[config.mk]
export PLATFORM = sky130hd
export DESIGN_NAME = servo_sector_timing_control
export DESIGN_NICKNAME = d
export VERILOG_FILES = /design/src/sector_timing_pkg.sv /design/src/pulse_stretch.sv /design/src/servo_sector_timing_control.sv
export VERILOG_INCLUDE_DIRS = /design/src /design/src/src
export SDC_FILE = /design/constraint.sdc
export NUM_CORES = 1
export LEC_CHECK = 0
export BUFFER_PORTS_ARGS = -buffer_cell sky130_fd_sc_hd__buf_2
export CELL_PAD_IN_SITES_DETAIL_PLACEMENT = 0
export CELL_PAD_IN_SITES_GLOBAL_PLACEMENT = 1
export CORE_MARGIN = 10
export CORE_UTILIZATION = 48
export CTS_CLUSTER_DIAMETER = 200
export DETAILED_ROUTE_END_ITERATION = 12
export GPL_ROUTABILITY_DRIVEN = 0
export PLACE_DENSITY_LB_ADDON = 0.1
export SLEW_MARGIN = 20
export SYNTH_ARGS = -nofsm -noshare
export SYNTH_HDL_FRONTEND = slang
export SYNTH_SLANG_ARGS = --single-unit
[constraint.sdc]
create_clock -name mclk -period 3 [get_ports mclk]
set_clock_uncertainty 0.05 [all_clocks]
set_input_delay 0.6 -clock mclk [delete_from_list [all_inputs] [get_ports mclk]]
set_output_delay 0.6 -clock mclk [all_outputs]
set_load 0.02 [all_outputs]
[src/sector_timing_map.svh]
// register offsets, field positions, reset values and timing counts
`ifndef SECTOR_TIMING_MAP_SVH
`define SECTOR_TIMING_MAP_SVH
`define OFS_DEC_CTRL 8'h00
`define OFS_GATE_DRIVE 8'h04
`define OFS_DEC_STATUS 8'h08
`define OFS_SECTOR_TIME 8'h0C
`define OFS_INDEX_TIME 8'h10
`define OFS_SEARCH_TIME 8'h14
`define OFS_POWER_ON_TIME 8'h18
`define OFS_PWM1_COMPARE 8'h1C
`define OFS_PIN_CONFIG 8'h20
`define OFS_FAULT_CFG 8'h24
`define OFS_COUNTER 8'h28
`define OFS_PULSE_BASE 8'h40
`define OFS_PULSE_LAST 8'h5C
// decoder control fields
`define CTL_FORCE_SEARCH_WINDOW 0
`define CTL_TIMER_EN 3
`define CTL_PIN_SEL_LO 4
`define CTL_WIDTH_LO 7
`define CTL_DIRECT_GATE 9
// decoder status fields
`define STA_MARK_FOUND 0
`define STA_SEARCH_WINDOW 1
`define STA_CLOSE_SEARCH_WINDOW 2
// pin config fields
`define PIN_PWM1_EN 0
`define PIN_PWM2_EN 1
// fault safety config fields
`define FLT_SERVO_SECTOR_SIGNAL_GATES 14
`define FLT_MISS_READ 13
`define FLT_PIN_DRIVE 12
`define FLT_NEG_QWG 11
`define FLT_NEG_WG 10
`define FLT_NO_XOR 9
`define FLT_NEG_AE 8
`define FLT_CFG_RESET 16'h00A0
`define FLT_CFG_WMASK 16'h7FFF
// pulse width is (code + 1) steps of this many clocks
`define PULSE_STEP 3'h4
`endif

[src/sector_timing_pkg.sv]
// types shared by the sector timing unit
package sector_timing_pkg;
    typedef enum logic {PULSE_IDLE, PULSE_HIGH} pulse_state_type;
    typedef enum logic [2:0] {
        PIN_SEARCH_WINDOW, PIN_SERVO_SECTOR_SIGNAL, PIN_TMARK, PIN_SRST, PIN_DBG0, PIN_DBG1, PIN_DBG2, PIN_DBG3
    } pin_sel_type;
endpackage : sector_timing_pkg

[src/pulse_stretch.sv]
// stretches a one-cycle trigger into a pulse of 4, 8, 12 or 16 clocks
`include "sector_timing_map.svh"
module pulse_stretch
    import sector_timing_pkg::*;
(
    input wire logic mclk, // clock
    input wire logic rstn, // sync reset, low
    input wire logic trigger, // one-cycle start
    input wire logic [1:0] widthCode, // width = 4*(code+1)
    output logic pulse // stretched pulse
);
    pulse_state_type state_r;
    logic [4:0] count_r;
    logic [4:0] lenNxt;

    assign lenNxt = ({3'h0, widthCode} + 5'h01) * {2'h0, `PULSE_STEP};

    // a retrigger during a pulse restarts the full width
    always_ff @(posedge mclk) begin
        if (!rstn) begin
            state_r <= PULSE_IDLE;
            count_r <= 5'h00;
            pulse <= 1'b0;
        end else begin
            case (state_r)
                PULSE_IDLE: begin
                    if (trigger) begin
                        state_r <= PULSE_HIGH;
                        // full length loaded: the pulse drops on the edge that sees a count of one
                        count_r <= lenNxt;
                        pulse <= 1'b1;
                    end
                end
                PULSE_HIGH: begin
                    if (trigger) begin
                        count_r <= lenNxt;
                    end else if (count_r == 5'h01) begin
                        state_r <= PULSE_IDLE;
                        count_r <= 5'h00;
                        pulse <= 1'b0;
                    end else begin
                        count_r <= count_r - 5'h01;
                    end
                end
                default: begin
                    state_r <= PULSE_IDLE;
                end
            endcase
        end
    end
endmodule : pulse_stretch

[src/servo_sector_timing_control.sv]
// sector timing unit: counter, compares, pulses, pins and fault config
`include "sector_timing_map.svh"
module servo_sector_timing_control
    import sector_timing_pkg::*;
(
    input wire logic mclk, // decoder clock
    input wire logic rstn, // sync reset, low
    input wire logic wb_cyc_i, // bus cycle
    input wire logic wb_stb_i, // strobe
    input wire logic wb_we_i, // write
    input wire logic [7:0] wb_adr_i, // byte address
    input wire logic [3:0] wb_sel_i, // byte lanes
    input wire logic [31:0] wb_dat_i, // write data
    output logic [31:0] wb_dat_o, // read data
    output logic wb_ack_o, // acknowledge
    input wire logic timerClear, // sequencer counter clear
    input wire logic searchReset, // sequencer search reset
    input wire logic markDetected, // timing mark found
    input wire logic servoSector, // servo sector signal
    input wire logic [7:0] seqGates, // sequencer gate pins, bit 0 select A
    input wire logic [3:0] debugSignals, // extra signals for the search pin
    input wire logic writeGateIn, // write gate pin
    input wire logic aeErrorIn, // arm electronics error pin
    input wire logic driveFaultIn, // fault pin level
    input wire logic internalFault, // internal drive fault
    input wire logic missingMark, // missing mark latch
    output logic dataSectorPulse, // data sector pulse
    output logic indexPulse, // index pulse
    output logic searchWindow, // internal search window
    output logic searchPin, // search pin
    output logic powerUpStrobe, // power-up strobe
    output logic [1:0] pwmPins, // general pins 10:9 in pwm mode
    output logic [7:0] gateOut, // gate, discharge, select pins
    output logic qualWriteGate, // qualified write gate
    output logic aeErrorActive, // ae error, normalised
    output logic missFault, // missing mark drive fault
    output logic driveFaultOut, // fault pin drive level
    output logic driveFaultOe // fault pin enable
);
    logic [15:0] counter_r;
    logic [15:0] sectorTime_r;
    logic [15:0] decCtrl_r;
    logic [15:0] gateDrive_r;
    logic [15:0] indexTime_r;
    logic [15:0] searchTime_r;
    logic [15:0] powerOnTime_r;
    logic [15:0] pwm1Compare_r;
    logic [15:0] pinConfig_r;
    logic [15:0] faultCfg_r;
    logic [15:0] pulseTime_r [8];
    logic indexArmed_r;
    logic markFound_r;
    logic [1:0] pwm_r;
    logic wrNow;
    logic [15:0] wrData;
    logic [15:0] wrMask;
    logic [15:0] rdNxt;
    logic timerOn;
    logic [7:0] secHit;
    logic dsecTrig;
    logic indexTrig;
    logic srchHit;
    logic closeSrch;
    logic markReset;
    logic wgActive;
    logic wgBlocked;
    logic select_a_output;
    pin_sel_type pinSel;

    assign wrNow = wb_cyc_i && wb_stb_i && wb_we_i && wb_ack_o;
    assign wrMask = {{8{wb_sel_i[1]}}, {8{wb_sel_i[0]}}};
    assign timerOn = decCtrl_r[`CTL_TIMER_EN];
    assign pinSel = pin_sel_type'(decCtrl_r[`CTL_PIN_SEL_LO +: 3]);
    assign closeSrch = wrNow && wb_adr_i == `OFS_DEC_STATUS && wb_sel_i[0]
        && wb_dat_i[`STA_CLOSE_SEARCH_WINDOW];
    assign markReset = searchReset && markDetected;

    function automatic logic [15:0] merge(input logic [15:0] old);
        merge = (old & ~wrMask) | (wrData & wrMask);
    endfunction : merge
    assign wrData = wb_dat_i[15:0];

    // classic wishbone: ack one cycle after request, write lands on the ack edge
    always_ff @(posedge mclk) begin
        if (!rstn) begin
            wb_ack_o <= 1'b0;
            wb_dat_o <= 32'h0000_0000;
        end else begin
            wb_ack_o <= wb_cyc_i && wb_stb_i && !wb_ack_o;
            wb_dat_o <= {16'h0000, rdNxt};
        end
    end

    always_comb begin
        rdNxt = 16'h0000;
        if (wb_adr_i == `OFS_DEC_CTRL) begin
            rdNxt = decCtrl_r;
        end else if (wb_adr_i == `OFS_GATE_DRIVE) begin
            rdNxt = gateDrive_r;
        end else if (wb_adr_i == `OFS_DEC_STATUS) begin
            rdNxt = {14'h0000, searchWindow, markFound_r};
        end else if (wb_adr_i == `OFS_SECTOR_TIME) begin
            rdNxt = sectorTime_r;
        end else if (wb_adr_i == `OFS_INDEX_TIME) begin
            rdNxt = indexTime_r;
        end else if (wb_adr_i == `OFS_SEARCH_TIME) begin
            rdNxt = searchTime_r;
        end else if (wb_adr_i == `OFS_POWER_ON_TIME) begin
            rdNxt = powerOnTime_r;
        end else if (wb_adr_i == `OFS_PWM1_COMPARE) begin
            rdNxt = pwm1Compare_r;
        end else if (wb_adr_i == `OFS_PIN_CONFIG) begin
            rdNxt = pinConfig_r;
        end else if (wb_adr_i == `OFS_FAULT_CFG) begin
            rdNxt = faultCfg_r;
        end else if (wb_adr_i == `OFS_COUNTER) begin
            rdNxt = counter_r;
        end else if (wb_adr_i >= `OFS_PULSE_BASE && wb_adr_i <= `OFS_PULSE_LAST
            && wb_adr_i[1:0] == 2'h0 && !timerOn) begin
            rdNxt = pulseTime_r[wb_adr_i[4:2]];
        end
    end

    // software-written configuration
    always_ff @(posedge mclk) begin
        if (!rstn) begin
            decCtrl_r <= 16'h0000;
            gateDrive_r <= 16'h0000;
            indexTime_r <= 16'h0000;
            searchTime_r <= 16'hFFFF;
            powerOnTime_r <= 16'hFFFF;
            pwm1Compare_r <= 16'hFFFF;
            pinConfig_r <= 16'h0000;
            faultCfg_r <= `FLT_CFG_RESET;
        end else begin
            if (wrNow && wb_adr_i == `OFS_DEC_CTRL) begin
                decCtrl_r <= merge(decCtrl_r);
            end else if (markReset || closeSrch) begin
                decCtrl_r[`CTL_FORCE_SEARCH_WINDOW] <= 1'b0;
            end
            if (wrNow && wb_adr_i == `OFS_GATE_DRIVE) begin
                gateDrive_r <= merge(gateDrive_r);
            end
            if (wrNow && wb_adr_i == `OFS_INDEX_TIME) begin
                indexTime_r <= merge(indexTime_r);
            end
            if (wrNow && wb_adr_i == `OFS_SEARCH_TIME) begin
                searchTime_r <= merge(searchTime_r);
            end
            if (wrNow && wb_adr_i == `OFS_POWER_ON_TIME) begin
                powerOnTime_r <= merge(powerOnTime_r);
            end
            if (wrNow && wb_adr_i == `OFS_PWM1_COMPARE) begin
                pwm1Compare_r <= merge(pwm1Compare_r);
            end
            if (wrNow && wb_adr_i == `OFS_PIN_CONFIG) begin
                pinConfig_r <= merge(pinConfig_r);
            end
            if (wrNow && wb_adr_i == `OFS_FAULT_CFG) begin
                faultCfg_r <= merge(faultCfg_r) & `FLT_CFG_WMASK;
            end
        end
    end

    // pulse times reset to zero, i.e. disabled
    always_ff @(posedge mclk) begin
        if (!rstn) begin
            for (int i = 0; i < 8; i++) begin
                pulseTime_r[i] <= 16'h0000;
            end
        end else if (wrNow && wb_adr_i >= `OFS_PULSE_BASE && wb_adr_i <= `OFS_PULSE_LAST
            && wb_adr_i[1:0] == 2'h0) begin
            pulseTime_r[wb_adr_i[4:2]] <= merge(pulseTime_r[wb_adr_i[4:2]]);
        end
    end

    // sector counter; a clear copies the count first
    always_ff @(posedge mclk) begin
        if (!rstn) begin
            counter_r <= 16'h0000;
            sectorTime_r <= 16'h0000;
        end else if (timerClear) begin
            sectorTime_r <= counter_r;
            counter_r <= 16'h0000;
        end else if (timerOn) begin
            counter_r <= counter_r + 16'h0001;
        end
    end

    // zero disables a slot; no match during the clear cycle
    always_comb begin
        for (int i = 0; i < 8; i++) begin
            secHit[i] = timerOn && !timerClear && pulseTime_r[i] != 16'h0000
                && counter_r == pulseTime_r[i];
        end
    end
    assign dsecTrig = |secHit;
    assign indexTrig = indexArmed_r && timerOn && !timerClear && counter_r == indexTime_r;
    assign srchHit = timerOn && !timerClear && counter_r == searchTime_r;

    pulse_stretch dsecStretch (
        .mclk(mclk),
        .rstn(rstn),
        .trigger(dsecTrig),
        .widthCode(decCtrl_r[`CTL_WIDTH_LO +: 2]),
        .pulse(dataSectorPulse)
    );

    pulse_stretch indexStretch (
        .mclk(mclk),
        .rstn(rstn),
        .trigger(indexTrig),
        .widthCode(decCtrl_r[`CTL_WIDTH_LO +: 2]),
        .pulse(indexPulse)
    );

    // rewrite rearms; a rewrite in the firing cycle wins
    always_ff @(posedge mclk) begin
        if (!rstn) begin
            indexArmed_r <= 1'b0;
        end else if (wrNow && wb_adr_i == `OFS_INDEX_TIME) begin
            indexArmed_r <= 1'b1;
        end else if (indexTrig) begin
            indexArmed_r <= 1'b0;
        end
    end

    // search window and mark-found flag; setting wins over clearing, except that a close or mark reset ends a forced window
    always_ff @(posedge mclk) begin
        if (!rstn) begin
            searchWindow <= 1'b0;
            markFound_r <= 1'b0;
        end else begin
            if (srchHit || (decCtrl_r[`CTL_FORCE_SEARCH_WINDOW] && !markReset && !closeSrch)) begin
                searchWindow <= 1'b1;
            end else if (searchReset || closeSrch) begin
                searchWindow <= 1'b0;
            end
            if (markReset) begin
                markFound_r <= 1'b1;
            end else if (wrNow && wb_adr_i == `OFS_DEC_STATUS && wb_sel_i[0]
                && wb_dat_i[`STA_MARK_FOUND]) begin
                markFound_r <= 1'b0;
            end
        end
    end

    // pin mux only picks what leaves the chip; searchWindow itself is untouched
    always_ff @(posedge mclk) begin
        if (!rstn) begin
            searchPin <= 1'b0;
        end else begin
            case (pinSel)
                PIN_SEARCH_WINDOW: searchPin <= searchWindow;
                PIN_SERVO_SECTOR_SIGNAL: searchPin <= servoSector;
                PIN_TMARK: searchPin <= markDetected;
                PIN_SRST: searchPin <= searchReset;
                PIN_DBG0: searchPin <= debugSignals[0];
                PIN_DBG1: searchPin <= debugSignals[1];
                PIN_DBG2: searchPin <= debugSignals[2];
                default: searchPin <= debugSignals[3];
            endcase
        end
    end

    // strobe and pwm
    always_ff @(posedge mclk) begin
        if (!rstn) begin
            powerUpStrobe <= 1'b0;
            pwm_r <= 2'h0;
            pwmPins <= 2'h0;
        end else begin
            powerUpStrobe <= timerOn && !timerClear && !pinConfig_r[`PIN_PWM2_EN]
                && counter_r == powerOnTime_r;
            if (timerClear) begin
                pwm_r <= 2'h3;
            end else begin
                if (counter_r == pwm1Compare_r) begin
                    pwm_r[0] <= 1'b0;
                end
                if (counter_r == powerOnTime_r) begin
                    pwm_r[1] <= 1'b0;
                end
            end
            pwmPins <= pwm_r & pinConfig_r[`PIN_PWM2_EN:`PIN_PWM1_EN];
        end
    end

    // write gate and fault safety
    assign wgActive = writeGateIn ^ faultCfg_r[`FLT_NEG_WG];
    assign wgBlocked = faultCfg_r[`FLT_SERVO_SECTOR_SIGNAL_GATES] && servoSector;
    assign select_a_output = seqGates[0] || (!faultCfg_r[`FLT_PIN_DRIVE] && driveFaultIn);

    always_ff @(posedge mclk) begin
        if (!rstn) begin
            qualWriteGate <= 1'b0;
            aeErrorActive <= 1'b0;
            missFault <= 1'b0;
            driveFaultOut <= 1'b0;
            driveFaultOe <= 1'b0;
            gateOut <= 8'h00;
        end else begin
            qualWriteGate <= (wgActive && !wgBlocked) ^ faultCfg_r[`FLT_NEG_QWG];
            aeErrorActive <= faultCfg_r[`FLT_NO_XOR] ? aeErrorIn
                : aeErrorIn ^ faultCfg_r[`FLT_NEG_AE];
            missFault <= missingMark && (wgActive || faultCfg_r[`FLT_MISS_READ]);
            driveFaultOe <= faultCfg_r[`FLT_PIN_DRIVE];
            driveFaultOut <= faultCfg_r[`FLT_PIN_DRIVE] && internalFault;
            if (decCtrl_r[`CTL_DIRECT_GATE]) begin
                gateOut <= gateDrive_r[7:0];
            end else begin
                gateOut <= {seqGates[7:1], select_a_output};
            end
        end
    end
endmodule : servo_sector_timing_control

==> reports/results.txt <==
synth warn: 0
CP top delay family: compound AO/OA/AOI/OAI gates
VDD IR max: 0.338 mV
final WL: 64.1 mm
largest net degree at the start of global routing: 104
FFs w/ async S/R, synth: 0%
arrival time of the worst setup path: 3120 ps
Root Buffer: clkbuf_16
Crit path required time: 3380 ps
RSZ-0062 raised after global routing: false
crit path cell chain: nor4_1, nand4_1, nand3_1, o22ai_1, o41ai_4, nand2_1, o221a_1
total CTS buffers: 39
CTS Hold Buffers Added: 0
DP Area: 19,500 um2
H-tree levels: 2
Fin. Hold Viols: 0
CTS clk-pin slew, worst paths: 60 ps
Final Util: 55.7%
Detail Route Antenna Nets: 0
R2R setup slack: 260 ps
full die area: 45,900 um2
number of global-route vias before repair: 14,601
max incr delay on CP: 770 ps
# nets final: 2,134
via/cell ratio: 5.98
GRT Overall Usage: 26.9%
setup bufs post-CTS: 0
sequential area share after synthesis: 44.7%
Cell Area, Synth: 18,100 um2
predominant post-synthesis flop cell: dfxtp_1
Die Wd: 214 um
die extent in y: 214 um
largest cells by area after synthesis: dfxtp_1, edfxtp_1, xor2_1, nand2_1, mux2i_1
Min Clock Period, post-route: 2740 ps
design area: 20,800 um2
HP Class: in -> reg
most common cell in the netlist: nand2_1
reg2reg end: dsecStretch.pulse$_SDFFE_PN0P_
Multi-input gate area: 9170 um2
initial antenna violation count: 5
Hold Path Sink: missFault$_SDFF_PN0_
setup violators final: 0
cell types with the highest counts after synthesis: nand2_1, dfxtp_1, nor2_1, xor2_1, edfxtp_1
TritonCTS clock tree: yes
DP Wirelength: 47.9 mm
clock latency on the worst-skew pair: 560 ps
Syn Area/Cell: 9.32 um2
DR iter-0 viols: 1,940
CTS max path bufs: 3
Initial DRT Pass Iterations: 5
Least-Margin Pin Slew: 750 ps
status: finished, final reports clean
Buf/Inv on CP: 0
I/O Buffers: 88
core area: 37,400 um2
worst r2r path cells: 7
Max Cap Violations: 0
Overall Power: 0.0106 W
total gr overflow: 0
r2r startpoint: pulseTime_r[6][3]$_SDFFCE_PN0P_
Fmax: 366 MHz
most area-hungry cell type in the Yosys netlist: dfxtp_1
Leak Pwr: 8.51 nW
Filler Cell Count: 3,398
TNS Setup: 0 ps
Slew Limit Fails: 0
layout cell share with drive strength beyond 1: 16.3%
Layout area overhead: 15.1%
Min-Delay Path Depth: 3
Final period util: 91.2%
Cell variety after synth: 75
IO Count: 123
crit path capture type: flip-flop
power density over the cells: 508 nW/um2
Synth top area share: 23.5%
number of register bits inferred by synthesis: 340
critical path's slowest cell: o41ai_4
number of remaining DRC errors: 0
Max-slew headroom: 49.9%
sequential cell area: 8090 um2
CTS sink cnt: 340
number of synthesized flops with an enable pin: 128
crit path max fanout: 8
vias: 15,545
FP Rows: 71
hold_sp: missingMark
global-route wire length before repair: 95.3 mm
post-cts resize count: 0
worst setup path class: reg -> reg
Starting Density: 48.4%
Post-Synthesis Cells: 1,940
Routed wire per std cell: 24.7 um
CP Launch Type: flip-flop
[placed cells by master (no fill, tap or decap), drive strengths merged, types with 6 or more instances in the layout]
cell type	Yosys	layout
dfxtp	212	212
a21oi	61	61
nor4	78	78
mux2	17	17
nor2b	47	47
nand2b	6	6
edfxtp	128	128
clkinv	0	10
inv	16	16
nand3	117	117
mux2i	75	75
a21boi	63	63
a22oi	8	8
nor3	16	16
a21o	8	8
and2	12	12
xor2	180	180
mux4	22	22
nor2	196	196
conb	1	16
clkbuf	71	53
and3	11	11
buf	85	218
nand4	28	28
ha	6	6
o21ai	41	41
nand2	297	297
a222oi	8	8
o22ai	23	23
xnor2	29	29
[cells by family (layout without fill, tap and decap cells)]
family                   after synthesis  after routing  synth area share [%]
AND/OR/NAND/NOR                      829            829                  21.6
flip-flops                           340            340                  44.7
AO/OA/AOI/OAI                        269            269                  10.3
XOR/XNOR                             209            209                  10.1
buffers and inverters                172            304                  4.89
multiplexers                         114            114                  7.95
adder cells (fa/ha/maj)                6              6                 0.415
other                                  1             18                0.0207
[final cells by class]
| cell class | instances | share of cell area [%] |
|---|---|---|
| diodes | 2 | 0.0240 |
| clock buffers | 53 | 5.38 |
| clock inverters | 17 | 0.799 |
| inverters | 16 | 0.288 |
| multi-input cells | 1443 | 44.0 |
| flip-flops and latches | 340 | 38.8 |
| well taps | 511 | 3.07 |
| repair buffers | 218 | 7.55 |
[worst max path at each step]
| stage | start | end | slack (ps) | depth (start not counted) |
|---|---|---|---|---|
| after detailed placement | wb_adr_i[3] | wb_dat_o[14]$_SDFF_PN0_ | 100 | 9 |
| after CTS | pulseTime_r[6][3]$_SDFFCE_PN0P_ | dsecStretch.pulse$_SDFFE_PN0P_ | 370 | 7 |
| after global placement | wb_adr_i[3] | wb_dat_o[14]$_SDFF_PN0_ | 100 | 9 |
| final | pulseTime_r[6][3]$_SDFFCE_PN0P_ | dsecStretch.pulse$_SDFFE_PN0P_ | 260 | 7 |
| after floorplan | wb_adr_i[4] | pulseTime_r[3][0]$_SDFFCE_PN0P_ | 240 | 8 |
| after global routing | pulseTime_r[6][3]$_SDFFCE_PN0P_ | dsecStretch.pulse$_SDFFE_PN0P_ | 200 | 7 |
[worst min-delay path: cells and delay by family]
| kind | cells | cell delay [ps] |
|---|---|---|
| AND/OR/NAND/NOR | 1 | 50 |
| buffers and inverters | 1 | 90 |
| AO/OA/AOI/OAI | 1 | 30 |
[power breakdown]
part / internal, W / total (W) / switching, W
Combinational: 0.000289 / 0.000795 / 0.000506
Clock: 0.00288 / 0.00484 / 0.00196
Sequential: 0.00486 / 0.00495 / 0.0000920
Total: 0.00802 / 0.0106 / 0.00256
[stage by stage]
| stage | hold slack (ps) | std cells | worst slack, ps |
|---|---|---|---|
| CTS | 219 | 2598 | 374 |
| detailed placement | 408 | 2528 | 99.5 |
| floorplan | 385 | 1955 | 237 |
| global placement | 402 | 2528 | 103 |
| global route | 244 | 2598 | 199 |
| finish | 236 | 2600 | 265 |
[routing by layer]
metal  up-vias  part of all wire (%)  GRT usage, %
met5         -                 0.042             0
met2       868                    42          38.7
met3        94                    11          5.29
met1      7524                    45          40.3
met4         4                   2.2          7.04
li1       7055                     -             -
(Power assumes the default switching activity.)
